[src/inc/spbc_pkg.sv]
`default_nettype none
package spbc_pkg;
  localparam logic [7:0] SPBC_ADDR_VEHT   = 8'h46;
  localparam logic [7:0] SPBC_ADDR_SYNC   = 8'h50;
  localparam logic [7:0] SPBC_ADDR_VERTICAL_BLANK_LENGTH = 8'h51;
  localparam logic [7:0] SPBC_RST_VEHT    = 8'h00;
  localparam logic [7:0] SPBC_RST_SYNC    = 8'h20;
  localparam logic [7:0] SPBC_RST_VERTICAL_BLANK_LENGTH  = 8'h00;
  localparam logic [7:0] SPBC_SYNC_USED   = 8'h3f;
  localparam int unsigned SPBC_BIT_HORIZONTAL_SYNC_POLARITY = 0;
  localparam int unsigned SPBC_BIT_VERTICAL_SYNC_POLARITY = 1;
  localparam int unsigned SPBC_BIT_SERVICE_LINE_SELECT = 2;
  localparam int unsigned SPBC_BIT_V1D  = 3;
  localparam int unsigned SPBC_BIT_V2D  = 4;
  localparam int unsigned SPBC_BIT_VPD  = 5;
  // Bus address of the slave; value is arbitrary
  localparam logic [6:0] SPBC_DEV_ADDR = 7'h2a;
  localparam int unsigned SPBC_PROT_LINES = 1024;
  localparam logic [3:0] SPBC_BYTE_BITS = 4'h8;
endpackage
`default_nettype wire

[src/inc/spbc_reg_if.sv]
`default_nettype none
interface spbc_reg_if;
  logic       wr_stb;
  logic [7:0] addr;
  logic [7:0] wdata;
  logic [7:0] rdata;
  modport bus  (output wr_stb, output addr, output wdata, input rdata);
  modport regs (input wr_stb, input addr, input wdata, output rdata);
endinterface
`default_nettype wire

[src/hw/spbc_i2c_slave.sv]
`default_nettype none
module spbc_i2c_slave #(
  parameter logic [6:0] DEV_ADDR = spbc_pkg::SPBC_DEV_ADDR
) (
  input  wire logic clock,
  input  wire logic arst_n,
  input  wire logic ce,
  input  wire logic scl_pin,
  input  wire logic sda_pin,
  output var  logic sda_out,
  output var  logic sda_oe,
  spbc_reg_if.bus   rb
);
  import spbc_pkg::*;

  typedef enum logic [3:0] {
    I_IDLE, I_DEV, I_DEV_ACK, I_SUB, I_SUB_ACK, I_WR, I_WR_ACK, I_RD, I_RD_ACK, I_RD_NEXT
  } spbc_i2c_e;

  logic [2:0] scl_q;
  logic [2:0] sda_q;
  spbc_i2c_e  state, next_state;
  logic [3:0] cnt, next_cnt;
  logic [7:0] sh, next_sh;
  logic [7:0] ptr, next_ptr;
  logic       rw, next_rw;
  logic       next_oe;
  logic       next_wr;
  logic       scl_rise, scl_fall, start, stop, sda_bit;

  // Stage 0 feeds only stage 1; edges are taken from stages 1 and 2
  always_ff @(posedge clock or negedge arst_n)
  begin
    if (!arst_n)
    begin
      scl_q <= 3'h7;
      sda_q <= 3'h7;
    end
    else if (ce)
    begin
      scl_q <= {scl_q[1:0], scl_pin};
      sda_q <= {sda_q[1:0], sda_pin};
    end
  end

  assign sda_bit  = sda_q[1];
  assign scl_rise = scl_q[1] & ~scl_q[2];
  assign scl_fall = ~scl_q[1] & scl_q[2];
  assign start    = scl_q[1] & scl_q[2] & ~sda_q[1] & sda_q[2];
  assign stop     = scl_q[1] & scl_q[2] & sda_q[1] & ~sda_q[2];
  assign rb.addr  = ptr;
  assign rb.wdata = sh;

  always_comb
  begin
    next_state = state;
    next_cnt   = cnt;
    next_sh    = sh;
    next_ptr   = ptr;
    next_rw    = rw;
    next_oe    = sda_oe;
    next_wr    = 1'b0;
    if (start)
    begin
      next_state = I_DEV;
      next_cnt   = 4'h0;
      next_oe    = 1'b0;
    end
    else if (stop)
    begin
      next_state = I_IDLE;
      next_oe    = 1'b0;
    end
    else if (scl_rise)
    begin
      unique case (state)
        I_DEV, I_SUB, I_WR:
        begin
          next_sh  = {sh[6:0], sda_bit};
          next_cnt = cnt + 4'h1;
        end
        I_RD: next_cnt = cnt + 4'h1;
        // Master not acknowledging ends the read burst
        I_RD_ACK: next_state = sda_bit ? I_IDLE : I_RD_NEXT;
        I_IDLE, I_DEV_ACK, I_SUB_ACK, I_WR_ACK, I_RD_NEXT: ;
      endcase
    end
    else if (scl_fall)
    begin
      unique case (state)
        I_DEV:
          if (cnt == SPBC_BYTE_BITS)
          begin
            if (sh[7:1] == DEV_ADDR)
            begin
              next_state = I_DEV_ACK;
              next_oe    = 1'b1;
              next_rw    = sh[0];
            end
            else
              next_state = I_IDLE;
          end
        I_DEV_ACK, I_RD_NEXT:
        begin
          next_cnt = 4'h0;
          if (rw)
          begin
            next_sh    = rb.rdata;
            next_oe    = ~rb.rdata[7];
            next_state = I_RD;
          end
          else
          begin
            next_oe    = 1'b0;
            next_state = I_SUB;
          end
        end
        I_SUB:
          if (cnt == SPBC_BYTE_BITS)
          begin
            next_ptr   = sh;
            next_oe    = 1'b1;
            next_state = I_SUB_ACK;
          end
        I_SUB_ACK, I_WR_ACK:
        begin
          next_oe    = 1'b0;
          next_cnt   = 4'h0;
          next_state = I_WR;
          if (state == I_WR_ACK)
            next_ptr = ptr + 8'h01;
        end
        I_WR:
          if (cnt == SPBC_BYTE_BITS)
          begin
            next_wr    = 1'b1;
            next_oe    = 1'b1;
            next_state = I_WR_ACK;
          end
        I_RD:
          if (cnt == SPBC_BYTE_BITS)
          begin
            next_oe    = 1'b0;
            next_ptr   = ptr + 8'h01;
            next_state = I_RD_ACK;
          end
          else
          begin
            next_sh = {sh[6:0], 1'b0};
            next_oe = ~sh[6];
          end
        I_IDLE, I_RD_ACK: ;
      endcase
    end
  end

  always_ff @(posedge clock or negedge arst_n)
  begin
    if (!arst_n)
    begin
      state     <= I_IDLE;
      cnt       <= 4'h0;
      sh        <= 8'h00;
      ptr       <= 8'h00;
      rw        <= 1'b0;
      sda_oe    <= 1'b0;
      sda_out   <= 1'b0;
      rb.wr_stb <= 1'b0;
    end
    else if (ce)
    begin
      state     <= next_state;
      cnt       <= next_cnt;
      sh        <= next_sh;
      ptr       <= next_ptr;
      rw        <= next_rw;
      sda_oe    <= next_oe;
      sda_out   <= 1'b0;
      rb.wr_stb <= next_wr;
    end
  end
endmodule
`default_nettype wire

[src/hw/spbc_top.sv]
// Notes on behaviour
// - Vertical protect disable resets to 1, and protection works only once it is cleared.
// - With protection disabled a missing flyback never blanks the RGB outputs.
// - East-west EHT correction passes when its disable bit is 0 and is zero when 1.
// - Vertical drive EHT correction passes when its disable bit is 0 and is zero when 1.
// - Service bit 1 holds the vertical ramp at its DC reference, 0 lets it run.
// - Vertical polarity 0 takes falling edges as sync, 1 takes rising edges.
// - Horizontal polarity 0 takes falling edges as sync, 1 takes rising edges.
// - Vertical blanking lasts the programmed number of lines, counted on horizontal sync.
// - The EHT register's upper nibble is east-west and lower nibble vertical drive.
`default_nettype none
module spbc_top #(
  parameter logic [6:0]  DEV_ADDR   = spbc_pkg::SPBC_DEV_ADDR,
  parameter int unsigned PROT_LINES = spbc_pkg::SPBC_PROT_LINES
) (
  input  wire logic       clock,
  input  wire logic       arst_n,
  input  wire logic       ce,
  input  wire logic       scl_pin,
  input  wire logic       sda_in,
  output var  logic       sda_out,
  output var  logic       sda_oe,
  input  wire logic       hsync_pin,
  input  wire logic       vsync_pin,
  input  wire logic       vflyback_pin,
  output var  logic       hsync_pulse,
  output var  logic       vsync_pulse,
  output var  logic       vertical_blank_length_out,
  output var  logic       rgb_blank,
  output var  logic       vert_protect_en,
  output var  logic       vert_ramp_hold,
  output var  logic [3:0] ew_eht_amount,
  output var  logic [3:0] vd_eht_amount
);
  import spbc_pkg::*;

  if (PROT_LINES < 2 || PROT_LINES > 65535)
  begin : g_bad_prot
    $error("PROT_LINES must lie in 2..65535");
  end

  localparam logic [15:0] PROT_MAX = 16'(PROT_LINES);

  spbc_reg_if rb ();

  spbc_i2c_slave #(
    .DEV_ADDR (DEV_ADDR)
  ) u_slave (
    .clock   (clock),
    .arst_n  (arst_n),
    .ce      (ce),
    .scl_pin (scl_pin),
    .sda_pin (sda_in),
    .sda_out (sda_out),
    .sda_oe  (sda_oe),
    .rb      (rb)
  );

  // Register file
  logic [7:0] sync_polarity_control, next_sync;
  logic [7:0] vertical_blank_length, next_vertical_blank_length_len;
  logic [7:0] vertical_eht_correction, next_veht;

  always_comb
  begin
    next_sync       = sync_polarity_control;
    next_vertical_blank_length_len = vertical_blank_length;
    next_veht       = vertical_eht_correction;
    if (rb.wr_stb)
    begin
      case (rb.addr)
        SPBC_ADDR_SYNC:   next_sync = rb.wdata & SPBC_SYNC_USED;
        SPBC_ADDR_VERTICAL_BLANK_LENGTH: next_vertical_blank_length_len = rb.wdata;
        SPBC_ADDR_VEHT:   next_veht = rb.wdata;
        // Unmapped addresses are acknowledged but dropped
        default: ;
      endcase
    end
  end

  always_comb
  begin
    case (rb.addr)
      SPBC_ADDR_SYNC:   rb.rdata = sync_polarity_control;
      SPBC_ADDR_VERTICAL_BLANK_LENGTH: rb.rdata = vertical_blank_length;
      SPBC_ADDR_VEHT:   rb.rdata = vertical_eht_correction;
      default:          rb.rdata = 8'h00;
    endcase
  end

  always_ff @(posedge clock or negedge arst_n)
  begin
    if (!arst_n)
    begin
      sync_polarity_control   <= SPBC_RST_SYNC;
      vertical_blank_length   <= SPBC_RST_VERTICAL_BLANK_LENGTH;
      vertical_eht_correction <= SPBC_RST_VEHT;
    end
    else if (ce)
    begin
      sync_polarity_control   <= next_sync;
      vertical_blank_length   <= next_vertical_blank_length_len;
      vertical_eht_correction <= next_veht;
    end
  end

  logic vertical_protect_disable, v2d, v1d, service_line_select, vertical_sync_polarity, horizontal_sync_polarity;
  assign vertical_protect_disable  = sync_polarity_control[SPBC_BIT_VPD];
  assign v2d  = sync_polarity_control[SPBC_BIT_V2D];
  assign v1d  = sync_polarity_control[SPBC_BIT_V1D];
  assign service_line_select = sync_polarity_control[SPBC_BIT_SERVICE_LINE_SELECT];
  assign vertical_sync_polarity = sync_polarity_control[SPBC_BIT_VERTICAL_SYNC_POLARITY];
  assign horizontal_sync_polarity = sync_polarity_control[SPBC_BIT_HORIZONTAL_SYNC_POLARITY];

  // Pin synchronisers: hsync, vsync, flyback
  logic [2:0] pin_raw;
  logic [2:0] pin_meta;
  logic [2:0] pin_s;
  assign pin_raw = {vflyback_pin, vsync_pin, hsync_pin};

  for (genvar i = 0; i < 3; i++)
  begin : g_sync
    always_ff @(posedge clock or negedge arst_n)
    begin
      if (!arst_n)
      begin
        pin_meta[i] <= 1'b0;
        pin_s[i]    <= 1'b0;
      end
      else if (ce)
      begin
        pin_meta[i] <= pin_raw[i];
        pin_s[i]    <= pin_meta[i];
      end
    end
  end

  // Active level after polarity; a polarity change may give one stray edge
  logic h_lvl, v_lvl, h_lvl_d, v_lvl_d, f_lvl_d;
  logic h_edge, v_edge, f_edge;
  assign h_lvl  = pin_s[0] ^ ~horizontal_sync_polarity;
  assign v_lvl  = pin_s[1] ^ ~vertical_sync_polarity;
  assign h_edge = h_lvl & ~h_lvl_d;
  assign v_edge = v_lvl & ~v_lvl_d;
  assign f_edge = pin_s[2] & ~f_lvl_d;

  logic [7:0]  blank_cnt, next_blank_cnt;
  logic [15:0] line_cnt, next_line_cnt;
  logic        next_fault;

  always_comb
  begin
    next_blank_cnt = blank_cnt;
    // Vertical sync restarts blanking even mid-count
    if (v_edge)
      next_blank_cnt = vertical_blank_length;
    else if (h_edge && blank_cnt != 8'h00)
      next_blank_cnt = blank_cnt - 8'h01;
  end

  always_comb
  begin
    next_line_cnt = line_cnt;
    if (vertical_protect_disable || f_edge)
      next_line_cnt = 16'h0000;
    else if (h_edge && line_cnt != PROT_MAX)
      next_line_cnt = line_cnt + 16'h0001;
    // Blank only once protection is on and flyback went missing
    next_fault = !vertical_protect_disable && next_line_cnt == PROT_MAX;
  end

  always_ff @(posedge clock or negedge arst_n)
  begin
    if (!arst_n)
    begin
      // Reset matches the level seen while the pin stages are cleared, so no false sync edge
      h_lvl_d         <= 1'b1;
      v_lvl_d         <= 1'b1;
      f_lvl_d         <= 1'b0;
      blank_cnt       <= 8'h00;
      line_cnt        <= 16'h0000;
      hsync_pulse     <= 1'b0;
      vsync_pulse     <= 1'b0;
      vertical_blank_length_out      <= 1'b0;
      rgb_blank       <= 1'b0;
      vert_protect_en <= 1'b0;
      vert_ramp_hold  <= 1'b0;
      ew_eht_amount   <= 4'h0;
      vd_eht_amount   <= 4'h0;
    end
    else if (ce)
    begin
      h_lvl_d         <= h_lvl;
      v_lvl_d         <= v_lvl;
      f_lvl_d         <= pin_s[2];
      blank_cnt       <= next_blank_cnt;
      line_cnt        <= next_line_cnt;
      hsync_pulse     <= h_edge;
      vsync_pulse     <= v_edge;
      vertical_blank_length_out      <= next_blank_cnt != 8'h00;
      rgb_blank       <= next_fault;
      vert_protect_en <= ~vertical_protect_disable;
      vert_ramp_hold  <= service_line_select;
      ew_eht_amount   <= v2d ? 4'h0 : vertical_eht_correction[7:4];
      vd_eht_amount   <= v1d ? 4'h0 : vertical_eht_correction[3:0];
    end
  end
endmodule
`default_nettype wire

[config.mk]
export PLATFORM = sky130hd
export DESIGN_NAME = spbc_top
export DESIGN_NICKNAME = d
export VERILOG_FILES = /design/src/inc/spbc_pkg.sv /design/src/inc/spbc_reg_if.sv /design/src/hw/spbc_i2c_slave.sv /design/src/hw/spbc_top.sv
export SDC_FILE = /design/constraint.sdc
export NUM_CORES = 1
export LEC_CHECK = 0
export BUFFER_PORTS_ARGS = -buffer_cell sky130_fd_sc_hd__buf_2
export CORE_ASPECT_RATIO = 0.7
export CORE_MARGIN = 4
export CORE_UTILIZATION = 55
export DETAILED_ROUTE_END_ITERATION = 6
export PLACE_DENSITY_LB_ADDON = 0.2
export SLEW_MARGIN = 20
export SYNTH_ARGS = -nofsm -noshare
export SYNTH_HDL_FRONTEND = slang
export SYNTH_SLANG_ARGS = --single-unit
[constraint.sdc]
create_clock -name clock -period 3.7 [get_ports clock]
set_input_delay 0.185 -clock clock [delete_from_list [all_inputs] [get_ports clock]]
set_output_delay 0.185 -clock clock [all_outputs]
set_load 0.1 [all_outputs]
==> impl_metrics.env <==
export IMPL_synth_cell_types=68
export IMPL_drive_gt1_frac=0.174
export IMPL_r2r_start="line_cnt[0]"
export IMPL_outcome="completed"
export IMPL_mostFrequentLayoutCells="dfrtp_1 (93), o21ai_0 (65), nand2_1 (63), mux2_2 (49), nor2_1 (36)"
export IMPL_synth_area_leaders="dfrtp_1 (40%), mux2_2 (9.5%), o21ai_0 (5.6%), dfstp_2 (4.1%), nand2_1 (4.1%)"
export IMPL_maxSlewHeadroom=0.401
export IMPL_final_common_cell="dfrtp_1"
export IMPL_critPathCaptureType="register"
export IMPL_ant_nets=0
export IMPL_vias=4840
export IMPL_crit_type="reg2reg"
export IMPL_endpoint="rgb_blank"
export IMPL_r2r_end="rgb_blank"
export IMPL_fin_crit_sh=0.764
export IMPL_crit_required_ps=3950
export IMPL_synth_edff_count=0
export IMPL_cts_tree="done"
export IMPL_root_buffer="clkbuf_16"
export IMPL_hold_violations=0
export IMPL_max_freq_mhz=354
export IMPL_fin_setup_tns_ps=0
export IMPL_cts_buffers=9
export IMPL_drt_initial_drc_count=500
export IMPL_min_period_ps=2830
export IMPL_avgRoutedWirePerCell_um=18.0
export IMPL_htree_levels=3
export IMPL_synth_top_area_share=0.401
export IMPL_antenna_found_initial=0
export IMPL_final_max_slew_viol_count=0
export IMPL_clk_latency_ps=350
export IMPL_drv_cap=0
export IMPL_slowest_stage="or3_1"
export IMPL_gr_total_overflow=0
export IMPL_tightest_slew_ps=889
export IMPL_initial_core_util=0.563
export IMPL_power_density_nw_per_um2=487
export IMPL_min_path_type="in2reg"
export IMPL_antennaDiodeCount=0
export IMPL_hold_depth=2
export IMPL_portBuffers=22
export IMPL_dieArea_um2=12300
export IMPL_clockBufferDepth=2
export IMPL_setup_viol=0
export IMPL_first_pass_iters=5
export IMPL_synth_top_area_cell="dfrtp_1"
export IMPL_worstPathCellList="ha_1, nand3b_1, or3_1, or3_1, a221o_1, or4_1, o32ai_1"
export IMPL_syn_inst=614
export IMPL_worstPathMaxFanout=8
export IMPL_syn_area_um2=5810
export IMPL_pin_count=24
export IMPL_track_usage=0.235
export IMPL_vias_per_cell=6.34
export IMPL_syn_num_nets=635
export IMPL_post_cts_resized=0
export IMPL_syn_to_final_growth_pct=8.94
export IMPL_die_w_um=131
export IMPL_fp_dieH_um=94.0
export IMPL_rsz0062_at_grt="no"
export IMPL_whs_ps=63.6
export IMPL_critPathMostFrequentCell="or3_1"
export IMPL_crit_start="line_cnt[0]"
export IMPL_vdd_drop_max_uv=397
export IMPL_clock_sinks=102
export IMPL_place_congestion=0.929
export IMPL_synthFlopType="dfrtp_1"
export IMPL_finClkSkew_ps=8.28
export IMPL_reg2reg_depth=7
export IMPL_drc=0
export IMPL_postSynth_asyncResetShare=1.00
export IMPL_yosysSeqAreaShare=0.441
export IMPL_drt_total_wl_um=13800
export IMPL_dp_hpwl_um=9410
export IMPL_grt_pass1_vias=4469
export IMPL_avgSynthCellArea_um2=9.46
export IMPL_design_core_area_um2=10300
export IMPL_ys_ff_latch=102
export IMPL_ys_warn_count=0
export IMPL_fin_nets=647
export IMPL_grt_pass1_wl_um=22900
export IMPL_slowest_delay_ps=500
export IMPL_grt_max_degree=85
export IMPL_clkTransAtPathRegs_ps=70
export IMPL_r2r_slack_ps=870
export IMPL_crit_arrival_ps=3080
export IMPL_crit_path_start_kind="register"
export IMPL_power_mw=3.08
export IMPL_p_leak_nw=2.70
export IMPL_rows=31
## power by group
part / internal, mW / switching [mW]
clock: 0.487 / 0.447
combinational: 0.272 / 0.478
sequential: 1.23 / 0.166
## critical path: cells and delay by family (launching register included)
kind / cells / cell delay [ps]
flip-flops: 1 / 450
adder cells (fa/ha/maj): 1 / 280
AND/OR/NAND/NOR: 4 / 1430
AO/OA/AOI/OAI: 2 / 570
## worst min-delay path by stage
| stage | end | slack [ps] | from |
|---|---|---|---|
| 6_report | pin_meta[2] | 60 | vflyback_pin |
| 5_1_grt | pin_meta[0] | 50 | hsync_pin |
| 4_1_cts | pin_meta[0] | 50 | hsync_pin |
| 3_5_place_dp | pin_meta[0] | 420 | hsync_pin |
| 3_3_place_gp | pin_meta[1] | 420 | vsync_pin |
| 2_1_floorplan | blank_cnt[0] | -110 | arst_n |
## stage by stage
step | util | instances | instance area, um2 | setup slack, ps
3_3_place_gp | 0.584 | 746 | 6030 | 995
3_5_place_dp | 0.584 | 746 | 6030 | 930
6_report | 0.614 | 763 | 6330 | 874
5_1_grt | 0.614 | 763 | 6330 | 744
4_1_cts | 0.612 | 762 | 6320 | 903
2_1_floorplan | - | 614 | 5810 | 1120
## repair_timing
action / in CTS / in global routing
buffers inserted: 0 / 0
hold buffers: 0 / 1
endpoints found under the hold margin: 0 / 74
setup endpoints to repair: 0 / 0
## cells in the mapped netlist, types with 3 or more instances
library cell	instances
o2bb2ai_1	4
xor2_1	5
mux2_2	49
a222oi_1	6
nand4b_1	5
dfstp_2	9
xnor2_1	7
a32o_1	4
o22ai_1	9
inv_1	30
nand2b_1	3
nor2_1	36
mux2i_1	8
o32ai_1	3
a22oi_1	4
nand2_1	63
and2_1	5
nand3b_1	11
o211ai_1	3
a31oi_1	5
and3_1	5
nor4b_1	3
ha_1	13
a21o_1	3
nand4_1	6
clkbuf_1	19
a21oi_1	31
dfrtp_1	93
buf_2	3
or3_1	10
nor3_1	7
a22o_1	3
nor4_1	8
o22a_1	3
nand3_1	20
nor2b_1	7
buf_1	5
o21ai_0	65
o41ai_1	3
## layout make-up
cell class / instances / area [um2]
fillers: 851 / 3990
multi-input cells: 451 / 3010
flip-flops and latches: 102 / 2560
clock buffers: 10 / 239
repair buffers: 31 / 186
well taps: 132 / 165
inverters: 31 / 116
clock inverters: 6 / 51.3
## routing by layer
layer	global-route usage	up-vias	routed length, um
li1	-	2288	-
met1	0.362	2361	6710
met2	0.339	180	6030
met3	0.0460	11	898
met4	0.0565	0	119
met5	0	-	0
## cell families after synthesis
kind of cell,Yosys count,synth area share
AO/OA/AOI/OAI,164,0.178
XOR/XNOR,13,0.0209
adder cells (fa/ha/maj),13,0.0280
buffers and inverters,61,0.0411
flip-flops,102,0.441
multiplexers,57,0.109
other,1,0.000645
AND/OR/NAND/NOR,203,0.181
## registers in the layout (all words and copies together), names as in the netlist, 3 cells and up
| register | cells |
|---|---|
| blank_cnt | 8 |
| ew_eht_amount | 4 |
| line_cnt | 16 |
| pin_meta | 3 |
| pin_s | 3 |
| sync_polarity_control | 6 |
| u_slave.cnt | 4 |
| u_slave.rb.addr | 8 |
| u_slave.rb.wdata | 8 |
| u_slave.scl_q | 3 |
| u_slave.sda_q | 3 |
| u_slave.state | 4 |
| vd_eht_amount | 4 |
| vertical_blank_length | 8 |
| vertical_eht_correction | 8 |
Power figures use the tool's default switching activity.
